**config.mk**
```make
export PLATFORM = sky130hd
export DESIGN_NAME = pcr_regs
export DESIGN_NICKNAME = d
export VERILOG_FILES = /design/src/pcr_alert.v /design/src/pcr_outpin.v /design/src/pcr_regs.v
export VERILOG_INCLUDE_DIRS = /design/src
export SDC_FILE = /design/constraint.sdc
export NUM_CORES = 1
export LEC_CHECK = 0
export BUFFER_PORTS_ARGS = -buffer_cell sky130_fd_sc_hd__buf_2
export CAP_MARGIN = 40
export CORE_ASPECT_RATIO = 2
export CORE_MARGIN = 10
export CORE_UTILIZATION = 45
export CTS_BUF_LIST = sky130_fd_sc_hd__clkbuf_8
export DETAILED_ROUTE_END_ITERATION = 7
export GPL_TIMING_DRIVEN = 0
export PLACE_DENSITY_LB_ADDON = 0.15
export SYNTH_ARGS = -nofsm -noshare
export SYNTH_HDL_FRONTEND = slang
export SYNTH_SLANG_ARGS = --single-unit
```
**constraint.sdc**
```tcl
create_clock -name pclk -period 2.4 [get_ports pclk]
set_input_delay 0.24 -clock pclk [delete_from_list [all_inputs] [get_ports pclk]]
set_output_delay 0.24 -clock pclk [all_outputs]
set_load 0.005 [all_outputs]
```
**src/pcr_consts.vh**
```
// Purpose: constants for the port control mask and output register bank
// Assumes: APB with 32-bit data, one word per register
// Notes: byte address is four times the register index
//
// Summary of operation
// - Power mask holds eight source mask bits; 0 masks, 1 unmasks.
// - Power mask returns to all ones on power-on, software and hard reset.
// - Fault mask has read-write bits 7, 5, 4, 1, 0; 0 masks, 1 unmasks.
// - Fault mask bits 6, 3, 2 read zero; resets to B3 on all resets.
// - Output config bit 7 set forces every side output to high impedance.
// - Bit 6 drives accessory indicator; writes ignored while owner bit is 0.
// - Output config field 3:2 drives the two lane select outputs while the host owns them.
// - Output config bit 0 drives the orientation output, 1 means flipped.
// - Output config resets to 40; bits 5, 4, 1 read as zero.
// - Core control bit 5 enables watchdog monitoring; disabled after reset.
// - Core control bit 4 selects who owns side outputs: 0 device, 1 host.
// - Stretch field bits 3:2 always read 00; writes to it are ignored.
// - Core control bit 1 set flushes receive buffer right after acknowledgement.
// - Core control bit 0 picks cable power and monitoring pin orientation.
// - Core control resets to 00 on power-on and software reset only.
// - Each alert rises when status ANDed with its mask is nonzero.
`ifndef PCR_CONSTS_VH
`define PCR_CONSTS_VH

// Register indices
`define PCR_IDX_PWR_MASK 8'h14
`define PCR_IDX_FAULT_MASK 8'h15
`define PCR_IDX_OUT_CFG 8'h18
`define PCR_IDX_CORE_CTRL 8'h19
`define PCR_IDX_IRQ_STATUS 8'h20
`define PCR_IDX_IRQ_MASK 8'h21

// Reset values
`define PCR_RST_PWR_MASK 8'hFF
`define PCR_RST_FAULT_MASK 8'hB3
`define PCR_RST_OUT_CFG 8'h40
`define PCR_RST_CORE_CTRL 8'h00
`define PCR_RST_IRQ 3'h0

// Writable bit sets
`define PCR_WR_FAULT_MASK 8'hB3
`define PCR_WR_OUT_CFG 8'hCD
`define PCR_WR_CORE_CTRL 8'h33

// Field positions
`define PCR_OUT_TRI 7
`define PCR_OUT_ACC 6
`define PCR_OUT_LANE_HI 3
`define PCR_OUT_LANE_LO 2
`define PCR_OUT_FLIP 0
`define PCR_CORE_WDOG 5
`define PCR_CORE_OWNER 4
`define PCR_CORE_SELFTEST 1
`define PCR_CORE_FLIP 0

// Interrupt status bits
`define PCR_IRQ_PWR 0
`define PCR_IRQ_FAULT 1
`define PCR_IRQ_HARD 2

`endif

```
**src/pcr_alert.v**
```verilog
// Purpose: masked status summary with a rise event
// Assumes: status comes from logic on pclk
// Notes: alert is registered, rise is a one-cycle pulse
`timescale 1ns/1ps
module pcr_alert (
  input wire pclk,
  input wire presetn,
  input wire [7:0] status,
  input wire [7:0] mask,
  output reg alert,
  output wire rise
);
  // Any unmasked set status bit raises the alert
  always @(posedge pclk or negedge presetn) begin
    if (!presetn) begin
      alert <= 1'b0;
    end else begin
      alert <= |(status & mask);
    end
  end

  reg alert_d;
  // Delayed copy for edge detection
  always @(posedge pclk or negedge presetn) begin
    if (!presetn) begin
      alert_d <= 1'b0;
    end else begin
      alert_d <= alert;
    end
  end

  assign rise = alert & ~alert_d;
endmodule

```
**src/pcr_outpin.v**
```verilog
// Purpose: one three-state side output with registered drive
// Assumes: control inputs are on pclk
// Notes: oe low means the pin floats; the drive level parks at rst_level while float_all is set, and at 0 in reset
`timescale 1ns/1ps
module pcr_outpin (
  input wire pclk,
  input wire presetn,
  input wire value,
  input wire float_all,
  input wire rst_level,
  output reg pin_out,
  output reg pin_oe
);
  // Drive level and enable both come from flops to avoid glitches
  always @(posedge pclk or negedge presetn) begin
    if (!presetn) begin
      pin_out <= 1'b0;
      pin_oe <= 1'b0;
    end else begin
      // Park the level while floated; on leaving tri-state the pin drives value in the same cycle
      if (float_all) begin
        pin_out <= rst_level;
      end else begin
        pin_out <= value;
      end
      pin_oe <= ~float_all;
    end
  end
endmodule

```
**src/pcr_regs.v**
```verilog
// Purpose: mask, side output and core control registers over APB
// Assumes: single clock pclk; status, resets and events come from pclk logic
// Notes: zero wait states; unmapped addresses answer with pslverr
//
// Chosen here: the APB register port.
`timescale 1ns/1ps
`include "pcr_consts.vh"
module pcr_regs (
  input wire pclk,
  input wire presetn,
  input wire psel,
  input wire penable,
  input wire pwrite,
  input wire [11:0] paddr,
  input wire [31:0] pwdata,
  input wire [3:0] pstrb,
  output wire pready,
  output wire pslverr,
  output reg [31:0] prdata,
  input wire software_reset,
  input wire hard_reset_rx,
  input wire [7:0] power_status_reg,
  input wire [7:0] fault_status_reg,
  input wire auto_accessory_level,
  input wire [1:0] auto_lane_select,
  input wire auto_plug_flip,
  input wire goodcrc_sent,
  output wire power_alert,
  output wire fault_alert,
  output reg irq,
  output wire accessory_indicator_out,
  output wire accessory_indicator_oe,
  output wire lane_select0_out,
  output wire lane_select0_oe,
  output wire lane_select1_out,
  output wire lane_select1_oe,
  output wire plug_flip_out,
  output wire plug_flip_oe,
  output wire watchdog_enable,
  output wire side_output_owner,
  output wire selftest_receive_mode,
  output wire cable_power_on_cc1,
  output wire monitor_on_cc2,
  output reg rx_flush
);

  // Register storage
  // Only byte lane 0 is implemented; upper read bits are always zero
  reg [7:0] power_status_event_mask;
  reg [7:0] fault_event_mask;
  reg [7:0] side_output_config;
  reg [7:0] port_core_control;
  reg [2:0] irq_status;
  reg [2:0] irq_mask;

  // Decoded address
  wire [9:0] word_idx;
  wire addr_aligned;
  reg hit_pwr;
  reg hit_fault;
  reg hit_out;
  reg hit_core;
  reg hit_ists;
  reg hit_imsk;
  wire hit_any;

  // Bus phase strobes
  wire setup_ph;
  wire wr_acc;
  wire wr_lane0;

  // Event plumbing
  wire pwr_rise;
  wire fault_rise;
  wire [2:0] irq_events;
  reg [2:0] next_irq_status;

  // Side output values
  wire sel_owner;
  reg acc_value;
  reg [1:0] lane_value;
  reg flip_value;
  wire float_all;

  // Byte address to register index
  // Low address bits must be zero; a misaligned access hits nothing and errors
  assign word_idx = paddr[11:2];
  assign addr_aligned = (paddr[1:0] == 2'b00);

  // Address decode on the word index
  always @* begin
    hit_pwr = 1'b0;
    hit_fault = 1'b0;
    hit_out = 1'b0;
    hit_core = 1'b0;
    hit_ists = 1'b0;
    hit_imsk = 1'b0;
    if (!addr_aligned) begin
      hit_pwr = 1'b0;
    end else if (word_idx == {2'b00, `PCR_IDX_PWR_MASK}) begin
      hit_pwr = 1'b1;
    end else if (word_idx == {2'b00, `PCR_IDX_FAULT_MASK}) begin
      hit_fault = 1'b1;
    end else if (word_idx == {2'b00, `PCR_IDX_OUT_CFG}) begin
      hit_out = 1'b1;
    end else if (word_idx == {2'b00, `PCR_IDX_CORE_CTRL}) begin
      hit_core = 1'b1;
    end else if (word_idx == {2'b00, `PCR_IDX_IRQ_STATUS}) begin
      hit_ists = 1'b1;
    end else if (word_idx == {2'b00, `PCR_IDX_IRQ_MASK}) begin
      hit_imsk = 1'b1;
    end
  end

  assign hit_any = hit_pwr | hit_fault | hit_out | hit_core | hit_ists | hit_imsk;

  // Zero-wait slave: every access completes in its first access cycle
  assign pready = 1'b1;
  assign pslverr = psel & penable & ~hit_any;

  assign setup_ph = psel & ~penable;
  // Only byte lane 0 carries register data; other lanes are dropped
  assign wr_acc = psel & penable & pwrite & hit_any;
  assign wr_lane0 = wr_acc & pstrb[0];

  // Read data captured in setup so it comes from a flop in access
  // Costs one flop stage but keeps prdata free of decode glitches
  // A status bit set between setup and access shows on the next read
  always @(posedge pclk or negedge presetn) begin
    if (!presetn) begin
      prdata <= 32'h00000000;
    end else if (setup_ph) begin
      prdata <= 32'h00000000;
      if (hit_pwr) begin
        prdata[7:0] <= power_status_event_mask;
      end else if (hit_fault) begin
        prdata[7:0] <= fault_event_mask;
      end else if (hit_out) begin
        prdata[7:0] <= side_output_config;
      end else if (hit_core) begin
        prdata[7:0] <= port_core_control;
      end else if (hit_ists) begin
        prdata[2:0] <= irq_status;
      end else if (hit_imsk) begin
        prdata[2:0] <= irq_mask;
      end
    end
  end

  // Power mask: plain read-write byte, all ones on every reset kind
  // Software and received hard resets are synchronous pulses from pclk logic
  always @(posedge pclk or negedge presetn) begin
    if (!presetn) begin
      power_status_event_mask <= `PCR_RST_PWR_MASK;
    end else if (software_reset || hard_reset_rx) begin
      power_status_event_mask <= `PCR_RST_PWR_MASK;
    end else if (wr_lane0 && hit_pwr) begin
      power_status_event_mask <= pwdata[7:0];
    end
  end

  // Fault mask: read-only bits stay zero whatever is written
  // The writable-bit mask keeps bits 6, 3 and 2 at zero
  always @(posedge pclk or negedge presetn) begin
    if (!presetn) begin
      fault_event_mask <= `PCR_RST_FAULT_MASK;
    end else if (software_reset || hard_reset_rx) begin
      fault_event_mask <= `PCR_RST_FAULT_MASK;
    end else if (wr_lane0 && hit_fault) begin
      fault_event_mask <= pwdata[7:0] & `PCR_WR_FAULT_MASK;
    end
  end

  // Side output config; the accessory bit is locked while device owns outputs.
  // Hard reset is not listed for this register, so it is left alone then.
  // Reserved bits are rewritten to zero on every write, never to one
  always @(posedge pclk or negedge presetn) begin
    if (!presetn) begin
      side_output_config <= `PCR_RST_OUT_CFG;
    end else if (software_reset) begin
      side_output_config <= `PCR_RST_OUT_CFG;
    end else if (wr_lane0 && hit_out) begin
      side_output_config[`PCR_OUT_TRI] <= pwdata[`PCR_OUT_TRI];
      if (port_core_control[`PCR_CORE_OWNER]) begin
        side_output_config[`PCR_OUT_ACC] <= pwdata[`PCR_OUT_ACC];
      end
      side_output_config[`PCR_OUT_LANE_HI:`PCR_OUT_LANE_LO] <=
        pwdata[`PCR_OUT_LANE_HI:`PCR_OUT_LANE_LO];
      side_output_config[`PCR_OUT_FLIP] <= pwdata[`PCR_OUT_FLIP];
      side_output_config[5:4] <= 2'b00;
      side_output_config[1] <= 1'b0;
    end
  end

  // Core control survives a received hard reset
  // Stretch field and bits 7:6 are masked off on write, so they always read zero
  always @(posedge pclk or negedge presetn) begin
    if (!presetn) begin
      port_core_control <= `PCR_RST_CORE_CTRL;
    end else if (software_reset) begin
      port_core_control <= `PCR_RST_CORE_CTRL;
    end else if (wr_lane0 && hit_core) begin
      port_core_control <= pwdata[7:0] & `PCR_WR_CORE_CTRL;
    end
  end

  // Core control fields out to the rest of the controller
  // One bit steers both cable power and monitoring, so the two never disagree
  assign watchdog_enable = port_core_control[`PCR_CORE_WDOG];
  assign side_output_owner = port_core_control[`PCR_CORE_OWNER];
  assign selftest_receive_mode = port_core_control[`PCR_CORE_SELFTEST];
  assign cable_power_on_cc1 = port_core_control[`PCR_CORE_FLIP];
  assign monitor_on_cc2 = port_core_control[`PCR_CORE_FLIP];

  // Self-test: drop the received message once it has been acknowledged
  // The flush comes one cycle after the acknowledgement; buffer logic acts on it
  always @(posedge pclk or negedge presetn) begin
    if (!presetn) begin
      rx_flush <= 1'b0;
    end else begin
      rx_flush <= goodcrc_sent & port_core_control[`PCR_CORE_SELFTEST];
    end
  end

  // Masked status summaries
  pcr_alert u_pwr_alert (
    .pclk(pclk),
    .presetn(presetn),
    .status(power_status_reg),
    .mask(power_status_event_mask),
    .alert(power_alert),
    .rise(pwr_rise)
  );

  pcr_alert u_fault_alert (
    .pclk(pclk),
    .presetn(presetn),
    .status(fault_status_reg),
    .mask(fault_event_mask),
    .alert(fault_alert),
    .rise(fault_rise)
  );

  // Interrupt events: alert rises and a received hard reset
  // An alert level that stays high sets its status bit only once
  assign irq_events = {hard_reset_rx, fault_rise, pwr_rise};

  // Sticky status, write one to clear; a new event beats the clear
  // Clear first, then OR in events, so an event in the clear cycle survives
  always @* begin
    next_irq_status = irq_status;
    if (wr_lane0 && hit_ists) begin
      next_irq_status = irq_status & ~pwdata[2:0];
    end
    next_irq_status = next_irq_status | irq_events;
  end

  always @(posedge pclk or negedge presetn) begin
    if (!presetn) begin
      irq_status <= `PCR_RST_IRQ;
    end else begin
      irq_status <= next_irq_status;
    end
  end

  // Interrupt enable mask
  // Not cleared by a received hard reset, so software keeps its choice
  always @(posedge pclk or negedge presetn) begin
    if (!presetn) begin
      irq_mask <= `PCR_RST_IRQ;
    end else if (software_reset) begin
      irq_mask <= `PCR_RST_IRQ;
    end else if (wr_lane0 && hit_imsk) begin
      irq_mask <= pwdata[2:0];
    end
  end

  // Level interrupt, registered for a clean output
  // Uses the next status so irq rises in the cycle the status bit sets
  always @(posedge pclk or negedge presetn) begin
    if (!presetn) begin
      irq <= 1'b0;
    end else begin
      irq <= |(next_irq_status & irq_mask);
    end
  end

  // Pick output values by owner: device logic or the config register
  // Config bits other than the accessory bit are still stored while the device owns the outputs
  assign sel_owner = port_core_control[`PCR_CORE_OWNER];
  assign float_all = side_output_config[`PCR_OUT_TRI];

  always @* begin
    if (sel_owner) begin
      acc_value = side_output_config[`PCR_OUT_ACC];
      lane_value = side_output_config[`PCR_OUT_LANE_HI:`PCR_OUT_LANE_LO];
      flip_value = side_output_config[`PCR_OUT_FLIP];
    end else begin
      acc_value = auto_accessory_level;
      lane_value = auto_lane_select;
      flip_value = auto_plug_flip;
    end
  end

  // Accessory indicator is low when an accessory is attached
  // It parks high, the no-accessory level, while config bit 7 floats the outputs; reset holds it low
  pcr_outpin u_acc_pin (
    .pclk(pclk),
    .presetn(presetn),
    .value(acc_value),
    .float_all(float_all),
    .rst_level(1'b1),
    .pin_out(accessory_indicator_out),
    .pin_oe(accessory_indicator_oe)
  );

  // Lane select 0 follows field bit 2
  pcr_outpin u_lane0_pin (
    .pclk(pclk),
    .presetn(presetn),
    .value(lane_value[0]),
    .float_all(float_all),
    .rst_level(1'b0),
    .pin_out(lane_select0_out),
    .pin_oe(lane_select0_oe)
  );

  // Lane select 1 follows field bit 3
  pcr_outpin u_lane1_pin (
    .pclk(pclk),
    .presetn(presetn),
    .value(lane_value[1]),
    .float_all(float_all),
    .rst_level(1'b0),
    .pin_out(lane_select1_out),
    .pin_oe(lane_select1_oe)
  );

  // Orientation output, high when flipped
  pcr_outpin u_flip_pin (
    .pclk(pclk),
    .presetn(presetn),
    .value(flip_value),
    .float_all(float_all),
    .rst_level(1'b0),
    .pin_out(plug_flip_out),
    .pin_oe(plug_flip_oe)
  );

endmodule

```
## Word-level counts from Yosys, hierarchy flattened

Cells that the tools add are included.

- RAM bits: 0
- Bits in registers: 57
- Memories: 0
- Bits in latches: 0
- Bits in read-only memories: 0

- Multiplexer cells: 53
- Bitwise logic cells: 25
- Eq/ne operators: 6
- Order comparisons: 0
- Multipliers: 0
- Shift-type cells: 0
- Div/mod/pow operators: 0
- Reductions and logical operators: 18
- $add $sub $neg: 0

Operators by type and width:

| operator | count |
|---|---|
| 8-bit 2-to-1 mux | 11 |
| 10-bit by 5-bit == test with 1-bit output (second input constant) | 4 |
| 1-bit 2-to-1 mux | 34 |
| 10-bit by 6-bit == test with 1-bit output (second input constant) | 2 |
| 3-bit 2-to-1 mux | 6 |
| 8-bit bitwise AND | 2 |
| 8-bit OR reduction | 2 |
| 2-bit nonzero test | 6 |
| 1-bit bitwise AND | 9 |
| 3-bit bitwise AND | 2 |
| 1-bit logical AND | 6 |
| 5-bit 2-to-1 mux | 1 |
| 1-bit NOT | 5 |
| 1-bit bitwise OR | 5 |
| 3-bit NOT | 1 |
| 3-bit bitwise OR | 1 |
| 3-bit OR reduction | 1 |
| 2-bit logical NOT | 1 |
| 2-bit 2-to-1 mux | 1 |
| 2-bit AND reduction | 1 |
| 1-bit logical OR | 1 |

## Depth between registers and ports, before layout

- Depth in word-level cells: 16
- Depth in mapped cells: 6

## Hierarchy

A second synthesis with hierarchy kept.

- Cell total of the unflattened synthesis: 264
- Area total of the unflattened synthesis: 2660.1 µm²

By module, submodules not included:

| module | instances | sequential area each (µm²) | area each (µm²) | cells an instance |
|---|---|---|---|---|
| pcr_regs | 1 | 968.4 | 2199.6 | 232 |
| pcr_outpin | 4 | 50.0 | 68.8 | 4 |
| pcr_alert | 2 | 50.0 | 92.6 | 8 |

## Worst setup path before layout

Ideal clock, no wire load.

- Kind: input -> register
- Start: input paddr[3]
- End: register irq
- Data arrival time: 1482 ps
- Setup time: 124 ps
- Path slack: 794 ps
- Stages on the path: 4
- Cells stage by stage: or4_4 nor3_4 a41oi_2 a211o_1

- Longest elaborated chain between the ends: 16

Ends and longest elaborated chain:

| item | RTL line | RTL |
|---|---|---|
| start: declaration | pcr_regs.v:14 | `input wire [11:0] paddr,` |
| 10-bit by 5-bit == test with 1-bit output, or another cell as far along | pcr_regs.v:102 | `` end else if (word_idx == {2'b00, `PCR_IDX_FAULT_MASK}) begin `` |
| 1-bit 2-to-1 mux, on equally long branches (3 in a row) | -- |  |
| 1-bit bitwise OR, or another cell as far along (3 in a row) | pcr_regs.v:115 | `assign hit_any = hit_pwr \| hit_fault \| hit_out \| hit_core \| hit_ists \| hit_imsk;` |
| 1-bit bitwise OR or 1-bit 2-to-1 mux (tied branches) | pcr_regs.v:115, pcr_regs.v:98 |  |
| 1-bit bitwise OR | pcr_regs.v:115 |  |
| 1-bit bitwise AND | pcr_regs.v:123 | `assign wr_acc = psel & penable & pwrite & hit_any;` |
| 1-bit bitwise AND | pcr_regs.v:124 | `assign wr_lane0 = wr_acc & pstrb[0];` |
| 1-bit logical AND * | pcr_regs.v:252 | `if (wr_lane0 && hit_ists) begin` |
| 3-bit 2-to-1 mux * | pcr_regs.v:252 |  |
| 3-bit bitwise OR * | pcr_regs.v:255 | `next_irq_status = next_irq_status \| irq_events;` |
| via next_irq_status[1] | pcr_regs.v:76 | `reg [2:0] next_irq_status;` |
| 3-bit bitwise AND * | pcr_regs.v:284 | `irq <= \|(next_irq_status & irq_mask);` |
| 3-bit OR reduction * | pcr_regs.v:284 |  |
| end signal: assignment | pcr_regs.v:284 |  |
| end: declaration | pcr_regs.v:30 | `output reg irq,` |

Mark *: on every way through the listed nets, which the timed path passes. The rest lies on a longest branch.
A chain may end at the register's enable or synchronous reset.

## Final worst setup path

- Start: input paddr[7]
- End: output pslverr

- Longest elaborated chain between the ends: 11

Ends and longest elaborated chain:

| item | RTL line | RTL |
|---|---|---|
| 10-bit by 5-bit == test with 1-bit output, or another cell as far along | pcr_regs.v:102 |  |
| 1-bit 2-to-1 mux, on equally long branches (3 in a row) | -- |  |
| 1-bit bitwise OR, or another cell as far along (3 in a row) | pcr_regs.v:115 |  |
| 1-bit bitwise OR or 1-bit 2-to-1 mux (tied branches) | pcr_regs.v:115, pcr_regs.v:98 |  |
| 1-bit bitwise OR * | pcr_regs.v:115 |  |
| 1-bit NOT * | pcr_regs.v:119 | `assign pslverr = psel & penable & ~hit_any;` |
| 1-bit bitwise AND * | pcr_regs.v:119 |  |
| end: declaration | pcr_regs.v:18 | `output wire pslverr,` |

Mark *: on every way between the ends. The rest lies on a longest branch, timed or not.

==> results.json <==
{
  "io_buffer_count": 71,
  "antenna_found_initial": 0,
  "hold_path_class": "input pin to flop",
  "power.net_switching_w": 0.000379,
  "core_mm2": 0.00576,
  "finalWorstSetupSlack_ns": 0.429,
  "ant_nets": 0,
  "layout-area-overhead-vs-synth_pct": 23.9,
  "p_leak_nw": 1.48,
  "cts_tree": "done",
  "worst-setup-path-type": "input pin to primary output",
  "finalNetCount": 468,
  "synth_seq_cells": 47,
  "timing_worst_slew_pin_value_ns": 0.719,
  "numPlacedInstances": 445,
  "synth-edff-count": 0,
  "dieArea_mm2": 0.00970,
  "synth-warning-count": 0,
  "p_per_area_mw_per_mm2": 454,
  "ff_latch_area_mm2": 0.00119,
  "synth_top_cell_area_share": 0.305,
  "pwr-share-comb": 0.130,
  "multiInputGateArea_mm2": 0.00129,
  "fillers": 557,
  "yosysSeqAreaShare": 0.441,
  "postSynth.asyncResetShare": 1.00,
  "detail_route.wirelength_um": 8930,
  "rsz0062_at_grt": "false",
  "cts.clk_slew.worst_paths_ns": 0.08,
  "io_pins": 127,
  "die_h_um": 130,
  "cts_root_buffer": "clkbuf_8",
  "numClockSinks": 47,
  "syn_avg_cell_area_um2": 9.36,
  "grt_pass1_vias": 2730,
  "internal_cell_power_w": 0.00114,
  "start_util": 0.470,
  "antenna_cells_inserted": 0,
  "peak_supply_drop_mv": 0.353,
  "detailed_placer_s_ending_hpwl_um": 7160,
  "worst_hold_path_stage_count": 2,
  "grt_pass1_wl_um": 13700,
  "outcome": "finished, final reports clean",
  "most_used_standard_cells_in_the_synthesized_netlist": "46 x nand3_1, 33 x dfrtp_1, 29 x buf_4, 21 x o21ai_1, 15 x a21oi_1",
  "synthMostInstantiatedCell": "nand3_1",
  "clkLatencyLatePin_ns": 0.31,
  "grt_overflow_total": 0,
  "synth_flop_cell": "dfrtp_1",
  "worstPathCellList": "buf_2, nor4b_2, and2_1, buf_2, o31ai_1, and3_1, buf_2",
  "critical_path_capture_point_type": "primary output",
  "timing.critical_path.buf_inv": 3,
  "dr_total_vias": 2588,
  "finalNonFillerCells": 454,
  "grt_max_degree": 37,
  "die-width_um": 74.8,
  "post-route-drc-count": 0,
  "layout-drive-gt1-share": 0.349,
  "track_usage": 0.185,
  "preCtsSetupSlack_ns": 0.372,
  "finalMaxSlewViolations": 0,
  "crit_family": "simple AND/OR/NAND/NOR gates",
  "drt-pass1-iter-count": 4,
  "timing.slew.headroom": 0.516,
  "synth.area.top_cells": "dfrtp_1 31%, dfstp_2 14%, nand3_1 8.5%",
  "clock_path_buffers": 2,
  "count_of_endpoints_failing_hold_in_the_final_timing_report": 0,
  "ctsHtreeMaxLevel": 2,
  "finalSetupTns_ns": 0,
  "yosysUniqueCellTypes": 55,
  "fin_util": 0.583,
  "finalWorstPathRequiredPeriod_ns": 1.97,
  "rows": 39,
  "drv_cap": 0,
  "fin_crit_sh": 0.821,
  "setup.worst_path.start_class": "input pin",
  "finalWeightedCongestion": 0.904,
  "final.hold.worst_slack_ns": 0.145,
  "synth_area_leader_cell": "dfrtp_1",
  "sw_frac_of_total": 0.249,
  "critPathMostFrequentCell": "buf_2",
  "worst_path_largest_cell_delay_ns": 0.52,
  "critPathSlowestCell": "nor4b_2",
  "critical_path_depth": 7,
  "share_of_total_power_in_sequential_cells": 0.526,
  "drt-initial-drc-count": 181,
  "mappedNetlistArea_mm2": 0.00271,
  "cts-buffers-inserted": 5,
  "crit_arrival_ns": 1.73,
  "cts_repair_resize_count": 0,
  "worstPathRequired_ns": 2.16,
  "post_drt_wl_per_cell_um": 19.7,
  "syn-instance-count": 289,
  "timing.reg2reg.worst_path_depth": 4,
  "setup_viol": 0,
  "critical_path.max_fanout": 8,
  "finClkSkew_ns": 0.0101,
  "route.detailed.vias_per_inst": 5.70,
  "timing_limited_maximum_frequency_mhz": 507,
  "share_clk_of_total_power": 0.344
}
-- path summary, 6_finish.rpt --
path / from / slack [ns] / to
max: paddr[7] / 0.43 / pslverr
min: goodcrc_sent / 0.14 / rx_flush
max reg2reg: side_output_config[0] / 0.87 / prdata[0]
min reg2reg: u_pwr_alert.alert / 0.39 / u_pwr_alert.alert_d
max in group asynchronous: presetn / 1.50 / power_status_event_mask[3]
min in group asynchronous: presetn / 0.34 / u_lane0_pin.pin_out
-- per-stage QoR --
stage	area (µm²)	power, W
final	3350	0.00152
after global routing	3350	0.00158
after CTS	3350	0.00153
after detailed placement	3240	0.00101
after global placement	3220	0.00100
after floorplan	2790	0.000909
-- cell families after synthesis --
| logic type | synth area share |
|---|---|
| other | 0.00277 |
| and+or+nand+nor | 0.246 |
| DFF | 0.441 |
| AOI/OAI and AO/OA | 0.173 |
| buffers and inverters | 0.113 |
| muxes | 0.0231 |
-- power groups by stage --
stage	logic, W	clock network [W]	registers, W
2_1_floorplan	0.0000925	0	0.000817
3_3_place_gp	0.000188	0	0.000816
3_5_place_dp	0.000194	0	0.000816
4_1_cts	0.000196	0.000531	0.000801
5_1_grt	0.000221	0.000561	0.000802
6_report	0.000198	0.000523	0.000801
-- per-layer routing --
layer | track usage | share of wire | routed length (µm)
met1 | 0.187 | 0.36 | 3190
met2 | 0.341 | 0.54 | 4830
met3 | 0.0436 | 0.071 | 633
met4 | 0.0841 | 0.031 | 276
met5 | 0 | 0 | 0
-- layout by cell type, fill, tap and decap left out, types with 2 or more instances in the layout --
cell,n
a222oi_1,2
a22oi_1,5
nand2b_1,3
a21o_1,3
dfrtp_1,33
nand2_1,9
o221ai_1,2
and4b_1,2
nand4_1,8
a221o_1,4
inv_1,6
a311oi_1,2
o21ai_1,21
buf_2,76
and2_1,5
nor2b_1,7
o31ai_1,3
mux2i_1,4
conb_1,25
and4_1,3
nor4_1,3
nor2_1,8
clkbuf_1,12
nand3_1,46
buf_4,29
a21oi_1,15
mux2_2,2
clkbuf_8,7
o21ai_0,6
dfstp_2,14
-- final cells by class --
class                   instances  area share
clock buffers                   7      0.0287
multi-input cells             214       0.385
inverters                       5     0.00559
plain buffers                  46      0.0858
well taps                      61      0.0228
clock inverters                 1     0.00112
flip-flops and latches         47       0.356
repair buffers                 73       0.115
-- flip-flops by register name, indices dropped and copies added, names as in the netlist, 3 cells and up --
name / count
prdata: 8
port_core_control: 4
side_output_config: 5
irq_mask: 3
irq_status: 3
power_status_event_mask: 8
fault_event_mask: 5
-- what timing repair did --
action,CTS,global route
setup buffers,0,0
hold buffers,1,0
hold endpoints to repair,11,0
-- worst reg2reg max path, delay by kind of cell (launching register included) --
| family | cells | cell delay [ns] |
|---|---|---|
| DFF | 1 | 0.39 |
| and+or+nand+nor | 1 | 0.40 |
| AOI/OAI and AO/OA | 3 | 0.67 |
No activity file was read; power rests on OpenSTA's default activity.
